--- src/brr_defines.svh ---
`ifndef BRR_DEFINES_SVH
`define BRR_DEFINES_SVH
// word indices; byte address is four times the index
`define BRR_IDX_GAIN          8'h01
`define BRR_IDX_CMD           8'h02
`define BRR_IDX_FE_BASE       8'h10
`define BRR_IDX_SA_BASE       8'hF0
`define BRR_AREA_WORDS        16
// slots inside the result area
`define BRR_SLOT_RATIO_ONE    4'h0
`define BRR_SLOT_SUM          4'h4
`define BRR_SLOT_TEMP         4'h5
`define BRR_SLOT_STATUS       4'h6
`define BRR_SLOT_RAW          4'h7
`define BRR_SLOT_CAL          4'h8
`define BRR_SLOT_SUPPLY       4'h9
`define BRR_SLOT_AUX          4'hA
// status word fields
`define BRR_ST_KEY_LSB        20
`define BRR_ST_CAUSE_LSB      15
`define BRR_ST_LOWSUP         14
`define BRR_ST_TDCERR         13
`define BRR_ST_RSVD           12
`define BRR_ST_CPERR          11
`define BRR_ST_GPERR          10
`define BRR_ST_TIMEOUT        9
`define BRR_ST_EXTINT         8
`define BRR_ST_RISE_LSB       4
`define BRR_ST_FALL_LSB       0
// reset values and opcodes
`define BRR_GAIN_RST          8'h01
`define BRR_OP_NEW_CYCLE      8'hCC
`define BRR_OP_TDC_CYCLE      8'hCE
`define BRR_RESP_OKAY         2'h0
`define BRR_RESP_SLVERR       2'h2
`endif

--- src/brr_pkg.sv ---
package brr_pkg;
  typedef logic [23:0] brr_word_t;
  typedef logic [3:0]  brr_keys_t;
  typedef enum logic [2:0] {
    BRR_W_IDLE = 3'h1,
    BRR_W_HAVE = 3'h2,
    BRR_W_RESP = 3'h4
  } brr_wstate_t;
endpackage : brr_pkg

--- src/brr_key_if.sv ---
`timescale 1ns/100ps
`default_nettype none
interface brr_key_if;
  logic [3:0] state;
  logic [3:0] rise;
  logic [3:0] fall;
  logic       clear;
  modport edge_side (output state, output rise, output fall, input clear);
  modport reg_side  (input state, input rise, input fall, output clear);
endinterface : brr_key_if
`default_nettype wire

--- src/brr_top.sv ---
`timescale 1ns/100ps
`default_nettype none
`include "brr_defines.svh"
module brr_top (
  input  wire logic              aclk,
  input  wire logic              aresetn,
  input  wire logic [11:0]       s_axi_awaddr,
  input  wire logic              s_axi_awvalid,
  output logic                   s_axi_awready,
  input  wire logic [31:0]       s_axi_wdata,
  input  wire logic [3:0]        s_axi_wstrb,
  input  wire logic              s_axi_wvalid,
  output logic                   s_axi_wready,
  output logic [1:0]             s_axi_bresp,
  output logic                   s_axi_bvalid,
  input  wire logic              s_axi_bready,
  input  wire logic [11:0]       s_axi_araddr,
  input  wire logic              s_axi_arvalid,
  output logic                   s_axi_arready,
  output logic [31:0]            s_axi_rdata,
  output logic [1:0]             s_axi_rresp,
  output logic                   s_axi_rvalid,
  input  wire logic              s_axi_rready,
  input  wire logic              standalone_mode,
  input  wire logic              meas_done,
  input  wire brr_pkg::brr_word_t ratio_one_in,
  input  wire brr_pkg::brr_word_t ratio_two_in,
  input  wire brr_pkg::brr_word_t ratio_three_in,
  input  wire brr_pkg::brr_word_t ratio_four_in,
  input  wire brr_pkg::brr_word_t compensated_sum_in,
  input  wire brr_pkg::brr_word_t temperature_ratio_in,
  input  wire brr_pkg::brr_word_t first_gauge_time_in,
  input  wire brr_pkg::brr_word_t calibration_in,
  input  wire logic [5:0]        supply_voltage_in,
  input  wire logic [143:0]      aux_words_in,
  input  wire logic [4:0]        entry_cause_in,
  input  wire logic [5:0]        fault_flags_in,
  input  wire brr_pkg::brr_keys_t key_pin,
  output logic                   start_new_cycle,
  output logic                   start_tdc_cycle,
  output logic [7:0]             result_gain_multiplier
);
  import brr_pkg::*;

  brr_key_if kif ();

  brr_key_edge #(
    .KEYS (4)
  ) u_keys (
    .aclk    (aclk),
    .aresetn (aresetn),
    .key_pin (key_pin),
    .kif     (kif)
  );

  // result area storage, slot = index minus area base
  brr_word_t   area_reg [`BRR_AREA_WORDS];
  brr_word_t   area_next [`BRR_AREA_WORDS];
  logic [10:0] flags_reg, flags_next;
  logic [7:0]  gain_reg, gain_next;
  logic        new_reg, new_next;
  logic        tdc_reg, tdc_next;
  brr_word_t   status_word;

  // write channel state
  brr_wstate_t wst_reg, wst_next;
  logic        aw_have_reg, aw_have_next;
  logic        w_have_reg, w_have_next;
  logic [7:0]  waddr_reg, waddr_next;
  logic [31:0] wdata_reg, wdata_next;
  logic [3:0]  wstrb_reg, wstrb_next;
  logic [1:0]  bresp_reg, bresp_next;

  // read channel state
  logic        rvalid_reg, rvalid_next;
  logic [31:0] rdata_reg, rdata_next;
  logic [1:0]  rresp_reg, rresp_next;

  logic [7:0]  area_base;
  logic [7:0]  rd_idx;
  logic [7:0]  rd_off;
  logic        rd_in_area;
  logic        wr_in_area;
  logic        wr_fire;

  function automatic brr_word_t brr_scale(input brr_word_t raw, input logic [7:0] gain);
    logic signed [31:0] prod;
    prod = $signed(raw) * $signed({1'b0, gain});
    return brr_word_t'(prod[23:0]);
  endfunction : brr_scale

  // live status: key levels and edge flags track the keys, the rest is per measurement
  always_comb begin
    status_word = '0;
    status_word[`BRR_ST_KEY_LSB +: 4]   = kif.state;
    status_word[`BRR_ST_CAUSE_LSB +: 5] = flags_reg[10:6];
    status_word[`BRR_ST_LOWSUP]         = flags_reg[5];
    status_word[`BRR_ST_TDCERR]         = flags_reg[4];
    status_word[`BRR_ST_RSVD]           = 1'b0;
    status_word[`BRR_ST_CPERR]          = flags_reg[3];
    status_word[`BRR_ST_GPERR]          = flags_reg[2];
    status_word[`BRR_ST_TIMEOUT]        = flags_reg[1];
    status_word[`BRR_ST_EXTINT]         = flags_reg[0];
    status_word[`BRR_ST_RISE_LSB +: 4]  = kif.rise;
    status_word[`BRR_ST_FALL_LSB +: 4]  = kif.fall;
  end

  assign area_base = standalone_mode ? `BRR_IDX_SA_BASE : `BRR_IDX_FE_BASE;
  assign rd_idx    = s_axi_araddr[9:2];
  assign rd_off    = rd_idx - area_base;
  assign rd_in_area = (rd_idx >= area_base) && (rd_off < 8'(`BRR_AREA_WORDS));
  assign wr_in_area = (waddr_reg >= area_base) && ((waddr_reg - area_base) < 8'(`BRR_AREA_WORDS));
  assign wr_fire   = (wst_reg == BRR_W_HAVE);

  // measurement capture; bus writes never reach this storage
  always_comb begin
    for (int i = 0; i < `BRR_AREA_WORDS; i++) begin
      area_next[i] = area_reg[i];
    end
    flags_next = flags_reg;
    if (meas_done) begin
      // gain applied here so the host sees ppm times 100 times gain
      area_next[`BRR_SLOT_RATIO_ONE]      = brr_scale(ratio_one_in, gain_reg);
      area_next[`BRR_SLOT_RATIO_ONE + 1]  = brr_scale(ratio_two_in, gain_reg);
      area_next[`BRR_SLOT_RATIO_ONE + 2]  = brr_scale(ratio_three_in, gain_reg);
      area_next[`BRR_SLOT_RATIO_ONE + 3]  = brr_scale(ratio_four_in, gain_reg);
      area_next[`BRR_SLOT_SUM]    = brr_scale(compensated_sum_in, gain_reg);
      area_next[`BRR_SLOT_TEMP]   = temperature_ratio_in;
      area_next[`BRR_SLOT_RAW]    = first_gauge_time_in;
      area_next[`BRR_SLOT_CAL]    = calibration_in;
      area_next[`BRR_SLOT_SUPPLY] = {18'h00000, supply_voltage_in};
      for (int i = 0; i < 6; i++) begin
        area_next[`BRR_SLOT_AUX + i] = aux_words_in[i*24 +: 24];
      end
      flags_next = {entry_cause_in, fault_flags_in};
    end
  end

  // write path: address and data taken in either order, one write at a time
  always_comb begin
    wst_next     = wst_reg;
    aw_have_next = aw_have_reg;
    w_have_next  = w_have_reg;
    waddr_next   = waddr_reg;
    wdata_next   = wdata_reg;
    wstrb_next   = wstrb_reg;
    bresp_next   = bresp_reg;
    gain_next    = gain_reg;
    new_next     = 1'b0;
    tdc_next     = 1'b0;
    case (wst_reg)
      BRR_W_IDLE: begin
        if (s_axi_awvalid && s_axi_awready) begin
          aw_have_next = 1'b1;
          waddr_next   = s_axi_awaddr[9:2];
        end
        if (s_axi_wvalid && s_axi_wready) begin
          w_have_next = 1'b1;
          wdata_next  = s_axi_wdata;
          wstrb_next  = s_axi_wstrb;
        end
        if (aw_have_next && w_have_next) begin
          wst_next = BRR_W_HAVE;
        end
      end
      BRR_W_HAVE: begin
        bresp_next = `BRR_RESP_OKAY;
        if (waddr_reg == `BRR_IDX_GAIN) begin
          if (wstrb_reg[0]) begin
            gain_next = wdata_reg[7:0];
          end
        end else if (waddr_reg == `BRR_IDX_CMD) begin
          if (wstrb_reg[0] && wdata_reg[7:0] == `BRR_OP_NEW_CYCLE) begin
            new_next = 1'b1;
          end else if (wstrb_reg[0] && wdata_reg[7:0] == `BRR_OP_TDC_CYCLE) begin
            tdc_next = 1'b1;
          end
        end else begin
          // read-only area and holes both refuse the write
          bresp_next = `BRR_RESP_SLVERR;
        end
        aw_have_next = 1'b0;
        w_have_next  = 1'b0;
        wst_next     = BRR_W_RESP;
      end
      BRR_W_RESP: begin
        if (s_axi_bready) begin
          wst_next = BRR_W_IDLE;
        end
      end
      default: begin
        wst_next     = BRR_W_IDLE;
        aw_have_next = 1'b0;
        w_have_next  = 1'b0;
      end
    endcase
  end

  // read path; a read is pure, nothing is cleared by it
  always_comb begin
    rvalid_next = rvalid_reg;
    rdata_next  = rdata_reg;
    rresp_next  = rresp_reg;
    if (rvalid_reg && s_axi_rready) begin
      rvalid_next = 1'b0;
    end
    if (s_axi_arvalid && s_axi_arready) begin
      rvalid_next = 1'b1;
      rresp_next  = `BRR_RESP_OKAY;
      if (rd_in_area && rd_off[3:0] == `BRR_SLOT_STATUS) begin
        rdata_next = {8'h00, status_word};
      end else if (rd_in_area) begin
        rdata_next = {8'h00, area_reg[rd_off[3:0]]};
      end else if (rd_idx == `BRR_IDX_GAIN) begin
        rdata_next = {24'h000000, gain_reg};
      end else if (rd_idx == `BRR_IDX_CMD) begin
        rdata_next = 32'h00000000;
      end else begin
        rdata_next = 32'h00000000;
        rresp_next = `BRR_RESP_SLVERR;
      end
    end
  end

  always_ff @(posedge aclk) begin
    if (!aresetn) begin
      for (int i = 0; i < `BRR_AREA_WORDS; i++) begin
        area_reg[i] <= '0;
      end
      flags_reg   <= '0;
      gain_reg    <= `BRR_GAIN_RST;
      new_reg     <= 1'b0;
      tdc_reg     <= 1'b0;
      wst_reg     <= BRR_W_IDLE;
      aw_have_reg <= 1'b0;
      w_have_reg  <= 1'b0;
      waddr_reg   <= '0;
      wdata_reg   <= '0;
      wstrb_reg   <= '0;
      bresp_reg   <= `BRR_RESP_OKAY;
      rvalid_reg  <= 1'b0;
      rdata_reg   <= '0;
      rresp_reg   <= `BRR_RESP_OKAY;
    end else begin
      for (int i = 0; i < `BRR_AREA_WORDS; i++) begin
        area_reg[i] <= area_next[i];
      end
      flags_reg   <= flags_next;
      gain_reg    <= gain_next;
      new_reg     <= new_next;
      tdc_reg     <= tdc_next;
      wst_reg     <= wst_next;
      aw_have_reg <= aw_have_next;
      w_have_reg  <= w_have_next;
      waddr_reg   <= waddr_next;
      wdata_reg   <= wdata_next;
      wstrb_reg   <= wstrb_next;
      bresp_reg   <= bresp_next;
      rvalid_reg  <= rvalid_next;
      rdata_reg   <= rdata_next;
      rresp_reg   <= rresp_next;
    end
  end

  // edge flags are dropped when a fresh cycle is requested
  assign kif.clear = new_reg;

  assign s_axi_awready = (wst_reg == BRR_W_IDLE) && !aw_have_reg;
  assign s_axi_wready  = (wst_reg == BRR_W_IDLE) && !w_have_reg;
  assign s_axi_bvalid  = (wst_reg == BRR_W_RESP);
  assign s_axi_bresp   = bresp_reg;
  assign s_axi_arready = !rvalid_reg;
  assign s_axi_rvalid  = rvalid_reg;
  assign s_axi_rdata   = rdata_reg;
  assign s_axi_rresp   = rresp_reg;
  assign start_new_cycle = new_reg;
  assign start_tdc_cycle = tdc_reg;
  assign result_gain_multiplier = gain_reg;
endmodule : brr_top
`default_nettype wire

--- src/brr_key_edge.sv ---
`timescale 1ns/100ps
`default_nettype none
module brr_key_edge #(
  parameter int KEYS = 4
) (
  input  wire logic          aclk,
  input  wire logic          aresetn,
  input  wire logic [KEYS-1:0] key_pin,
  brr_key_if.edge_side       kif
);
  import brr_pkg::*;
  logic [KEYS-1:0] meta_reg, meta_next;
  logic [KEYS-1:0] sync_reg, sync_next;
  logic [KEYS-1:0] last_reg, last_next;
  logic [KEYS-1:0] rise_reg, rise_next;
  logic [KEYS-1:0] fall_reg, fall_next;

  always_comb begin
    meta_next = key_pin;
    sync_next = meta_reg;
    last_next = sync_reg;
    // a new edge outranks a clear in the same cycle
    rise_next = (kif.clear ? '0 : rise_reg) | (sync_reg & ~last_reg);
    fall_next = (kif.clear ? '0 : fall_reg) | (~sync_reg & last_reg);
  end

  always_ff @(posedge aclk) begin
    if (!aresetn) begin
      meta_reg <= '0;
      sync_reg <= '0;
      last_reg <= '0;
      rise_reg <= '0;
      fall_reg <= '0;
    end else begin
      meta_reg <= meta_next;
      sync_reg <= sync_next;
      last_reg <= last_next;
      rise_reg <= rise_next;
      fall_reg <= fall_next;
    end
  end

  assign kif.state = sync_reg;
  assign kif.rise  = rise_reg;
  assign kif.fall  = fall_reg;
endmodule : brr_key_edge
`default_nettype wire

--- config.mk ---
export PLATFORM = sky130hd
export DESIGN_NAME = brr_top
export DESIGN_NICKNAME = d
export VERILOG_FILES = /design/src/brr_pkg.sv /design/src/brr_key_if.sv /design/src/brr_top.sv /design/src/brr_key_edge.sv
export VERILOG_INCLUDE_DIRS = /design/src
export SDC_FILE = /design/constraint.sdc
export NUM_CORES = 2
export LEC_CHECK = 0
export ABC_AREA = 0
export CAP_MARGIN = 10
export CORE_MARGIN = 8
export CORE_UTILIZATION = 60
export DETAILED_ROUTE_END_ITERATION = 10
export DONT_BUFFER_PORTS = 1
export PLACE_DENSITY = 0.83
export RECOVER_POWER = 50
export SLEW_MARGIN = 20
export SYNTH_ARGS = -nofsm -noshare
export SYNTH_HDL_FRONTEND = slang
export SYNTH_SLANG_ARGS = --single-unit
--- constraint.sdc ---
create_clock -name aclk -period 11.25 [get_ports aclk]
set_input_delay 2.25 -clock aclk [delete_from_list [all_inputs] [get_ports aclk]]
set_output_delay 2.25 -clock aclk [all_outputs]
set_load 0.01 [all_outputs]
==> out/qor.csv <==
stage;metric;value;unit
run_status;status;complete, but fails checks;
run_status;failing checks;capacitance limit, slew limit;
timing;Slew Limit Fails;242;
cts;maximum root-to-sink buffer count;3;
cts;CTS tree;done;
cts;Post-CTS Setup Bufs;0;
synth;Avg Inst Size Synth;10.02;um^2
timing;Final setup viols;0;
placed_design;Port Buffer Count;0;
critical_path;crit path DAT;8.79;ns
grt;vias in the first global route;31680;
final_layout;# fillers;5527;
die;Die ar.;81270;um^2
cts;Worst-Skew Late Latency;0.58;ns
drt;DRT iter0 DRCs;2485;
critical_path;critical path type;register to register;
drt;final WL;114800;um
timing;Rel. slew slack;-126.8;%
drt;DRC errors left;0;
grt;GR Overflow Total;0;
timing;Setup TNS;0;ns
synth;number of synthesized flops with an enable pin;342;
cts;number of CTS-inserted buffers;45;
critical_path;R2R depth;17;
synth;sequential element share of the synthesized area;27.79;%
die;CORE AREA;71610;um^2
power;Pwr per Cell Area;85.78;nW/um^2
drt;Routed Antenna Nets;0;
final_layout;fin cells;5215;
critical_path;reg-to-reg endpoint;area_reg[4][21]$_SDFFCE_PN0P_;
cts;Post-CTS Resized;0;
final_layout;Nets;5401;
grt;GRT Total Usage;27.90;%
synth;Syn. warnings;0;
die;starting density of the core;60.66;%
die;IO Pins;477;
synth;Post-Syn Instances;4336;
critical_path;r2r setup slk;2.76;ns
synth;FFs w/ async S/R, synth;0;%
critical_path;worst reg2reg path startpoint;result_gain_multiplier[1]$_SDFFE_PN0P_;
timing;Slew @ Worst Pin;3.402;ns
final_layout;Seq. cell area;12090;um^2
die;std cell rows;98;
cts;CTS Hold Bufs;0;
worst_hold_path;worst min path class;register to register;
synth;post-synth top area cell;fa_1;
timing;Tmin final;8.487;ns
synth;largest cells by area after synthesis;fa_1, edfxtp_1, and2_1, ha_1, inv_1;
timing;final hold violations;0;
grt;largest net degree at the start of global routing;288;
placed_design;Inst Count DP;5100;
final_layout;share of cells above drive strength 1;4.653;%
final_layout;most common cell after layout, fill and taps aside;inv_1;
final_layout;Area growth, synth to finish;4.551;%
synth;area share of the largest cell type after synthesis;24.89;%
final_layout;max reg flops;342;
critical_path;worst-path maximum fanout;64;
drt;via count;30530;
cts;clk root buf;clkbuf_16;
critical_path;CP Capture Type;register;
placed_design;hpwl dp;85780;um
die;Chip Width;285.1;um
cts;CTS clock-pin slew for the worst setup and hold paths;0.06;ns
synth;Yosys reg bits;432;
synth;distinct cell type count of the synthesized netlist;72;
grt;first-pass GRT wire length;179800;um
timing;fmax;0.1178;GHz
cts;H-tree lvl count;2;
synth;Synth Cell Area;43440;um^2
drt;WL per Instance;22.01;um
cts;CTS Sinks;432;
run;Max Cap Viol;5;
drt;Vias/cell;5.854;
final_layout;footprint of the multi-input gates;27530;um^2
timing;RSZ-0062 raised after global routing;false;
drt;drt pass-1 iters;6;
power;Leakage;21.68;nW
placed_design;GPL Wtd Cong;0.8841;
timing;Period Utilization, post-route;75.44;%
timing;clock skew;0.02401;ns
power;maximum VDD drop;174.7;uV
die;Die Height;285.1;um
final_layout;most frequent cells in the layout;inv_1, fa_1, nand2_1;
critical_path;CP endpoint;area_reg[4][21]$_SDFFCE_PN0P_;
critical_path;worst endpoint required time;11.55;ns
synth;top_reg_cell synth;edfxtp_1;
grt;initial antenna violation count;30;
critical_path;crit path from;result_gain_multiplier[1]$_SDFFE_PN0P_;
critical_path;startpoint types;register;
==> power by group <==
group | internal, W | total (W) | switching (W)
clock network | 0.000897 | 0.00153 | 0.000629
registers | 0.00185 | 0.00191 | 0.0000578
logic | 0.000195 | 0.000458 | 0.000263
total | 0.00295 | 0.00390 | 0.000949
==> final cells by class <==
type	count	area share, %
Sequential cell	432	26.63
Multi-Input combinational cell	2930	60.62
Antenna cell	31	0.1708
Clock buffer	70	2.884
Timing Repair Buffer	16	0.2672
Clock inverter	14	0.4353
Tap cell	950	2.617
Inverter	772	6.380
==> through the flow <==
| step | util [%] | hold slack [ns] | worst slack (ns) | power [W] | cell area (um^2) |
|---|---|---|---|---|---|
| final | 63.42 | 0.4411 | 2.763 | 0.003896 | 45420 |
| after global routing | 63.37 | 0.4612 | 2.336 | 0.004017 | 45380 |
| after CTS | 63.45 | 0.4396 | 4.711 | 0.003907 | 45440 |
| after detailed placement | 61.35 | 0.4208 | 4.357 | 0.002400 | 43930 |
| after global placement | 61.35 | 0.4167 | 4.427 | 0.002379 | 43930 |
| after floorplan | - | 0.4113 | 3.448 | 0.002296 | 43480 |
==> metal layers <==
| metal | track usage, % | up-vias | routed length, um |
|---|---|---|---|
| li1 | - | 13560 | - |
| met1 | 34.34 | 15430 | 42300 |
| met2 | 48.03 | 1314 | 57890 |
| met3 | 7.190 | 218 | 10990 |
| met4 | 8.785 | 16 | 3517 |
| met5 | 0 | - | 101 |
==> synth_stat cells, drive strengths merged, types with 8 or more instances <==
cell    number
a211oi      26
a21o        35
a21oi       70
a221oi      25
a22o        16
a22oi       13
a31oi        9
and2       541
and3       116
buf         49
clkbuf     162
dfxtp       90
edfxtp     342
fa         540
ha         238
inv        772
mux2        23
mux2i       64
mux4        71
nand2      512
nand2b      19
nand3       12
nor2       195
nor3        26
nor4         8
o211ai      12
o21a        15
o21ai       89
o21bai      11
xnor2       78
xor2        64
==> worst max-delay path, cell delays in order, from the launching register on <==
cell and delay, ns:
dfxtp_4 0.87, clkbuf_1 2.44, nand2_1 0.30, fa_1 0.69
inv_1 0.06, fa_1 0.48, fa_1 0.55, inv_1 0.05
fa_1 0.48, inv_1 0.04, ha_1 0.39, nand2_1 0.12
nor4_1 0.39, o211ai_1 0.25, a21oi_1 0.33, a31oi_1 0.15
xor2_1 0.45, nor2_1 0.08
==> worst min-delay path by stage <==
stage                                  startpoint                        endpoint  slack, ns  depth (start not counted)
finish              u_keys.meta_reg[2]$_SDFF_PN0_  u_keys.kif.state[2]$_SDFF_PN0_       0.44                          1
global route        u_keys.meta_reg[2]$_SDFF_PN0_  u_keys.kif.state[2]$_SDFF_PN0_       0.46                          1
CTS                 u_keys.meta_reg[2]$_SDFF_PN0_  u_keys.kif.state[2]$_SDFF_PN0_       0.44                          1
detailed placement  u_keys.meta_reg[1]$_SDFF_PN0_  u_keys.kif.state[1]$_SDFF_PN0_       0.42                          1
global placement    u_keys.meta_reg[1]$_SDFF_PN0_  u_keys.kif.state[1]$_SDFF_PN0_       0.42                          1
floorplan               wdata_reg[1]$_SDFFE_PN0P_      start_new_cycle$_SDFF_PP0_       0.41                          1
==> cell families (layout without fill, tap and decap cells) <==
group | after synthesis | after routing | synth area share, %
simple gates | 1468 | 1468 | 17.07
buf+inv | 983 | 872 | 8.750
fa+ha+maj | 778 | 778 | 31.74
flops | 432 | 432 | 27.79
compound gates | 374 | 374 | 6.028
mux | 158 | 158 | 5.752
xor+xnor | 142 | 142 | 2.863
other cells | 1 | 41 | 0.008633
Power figures use the tool's default switching activity.
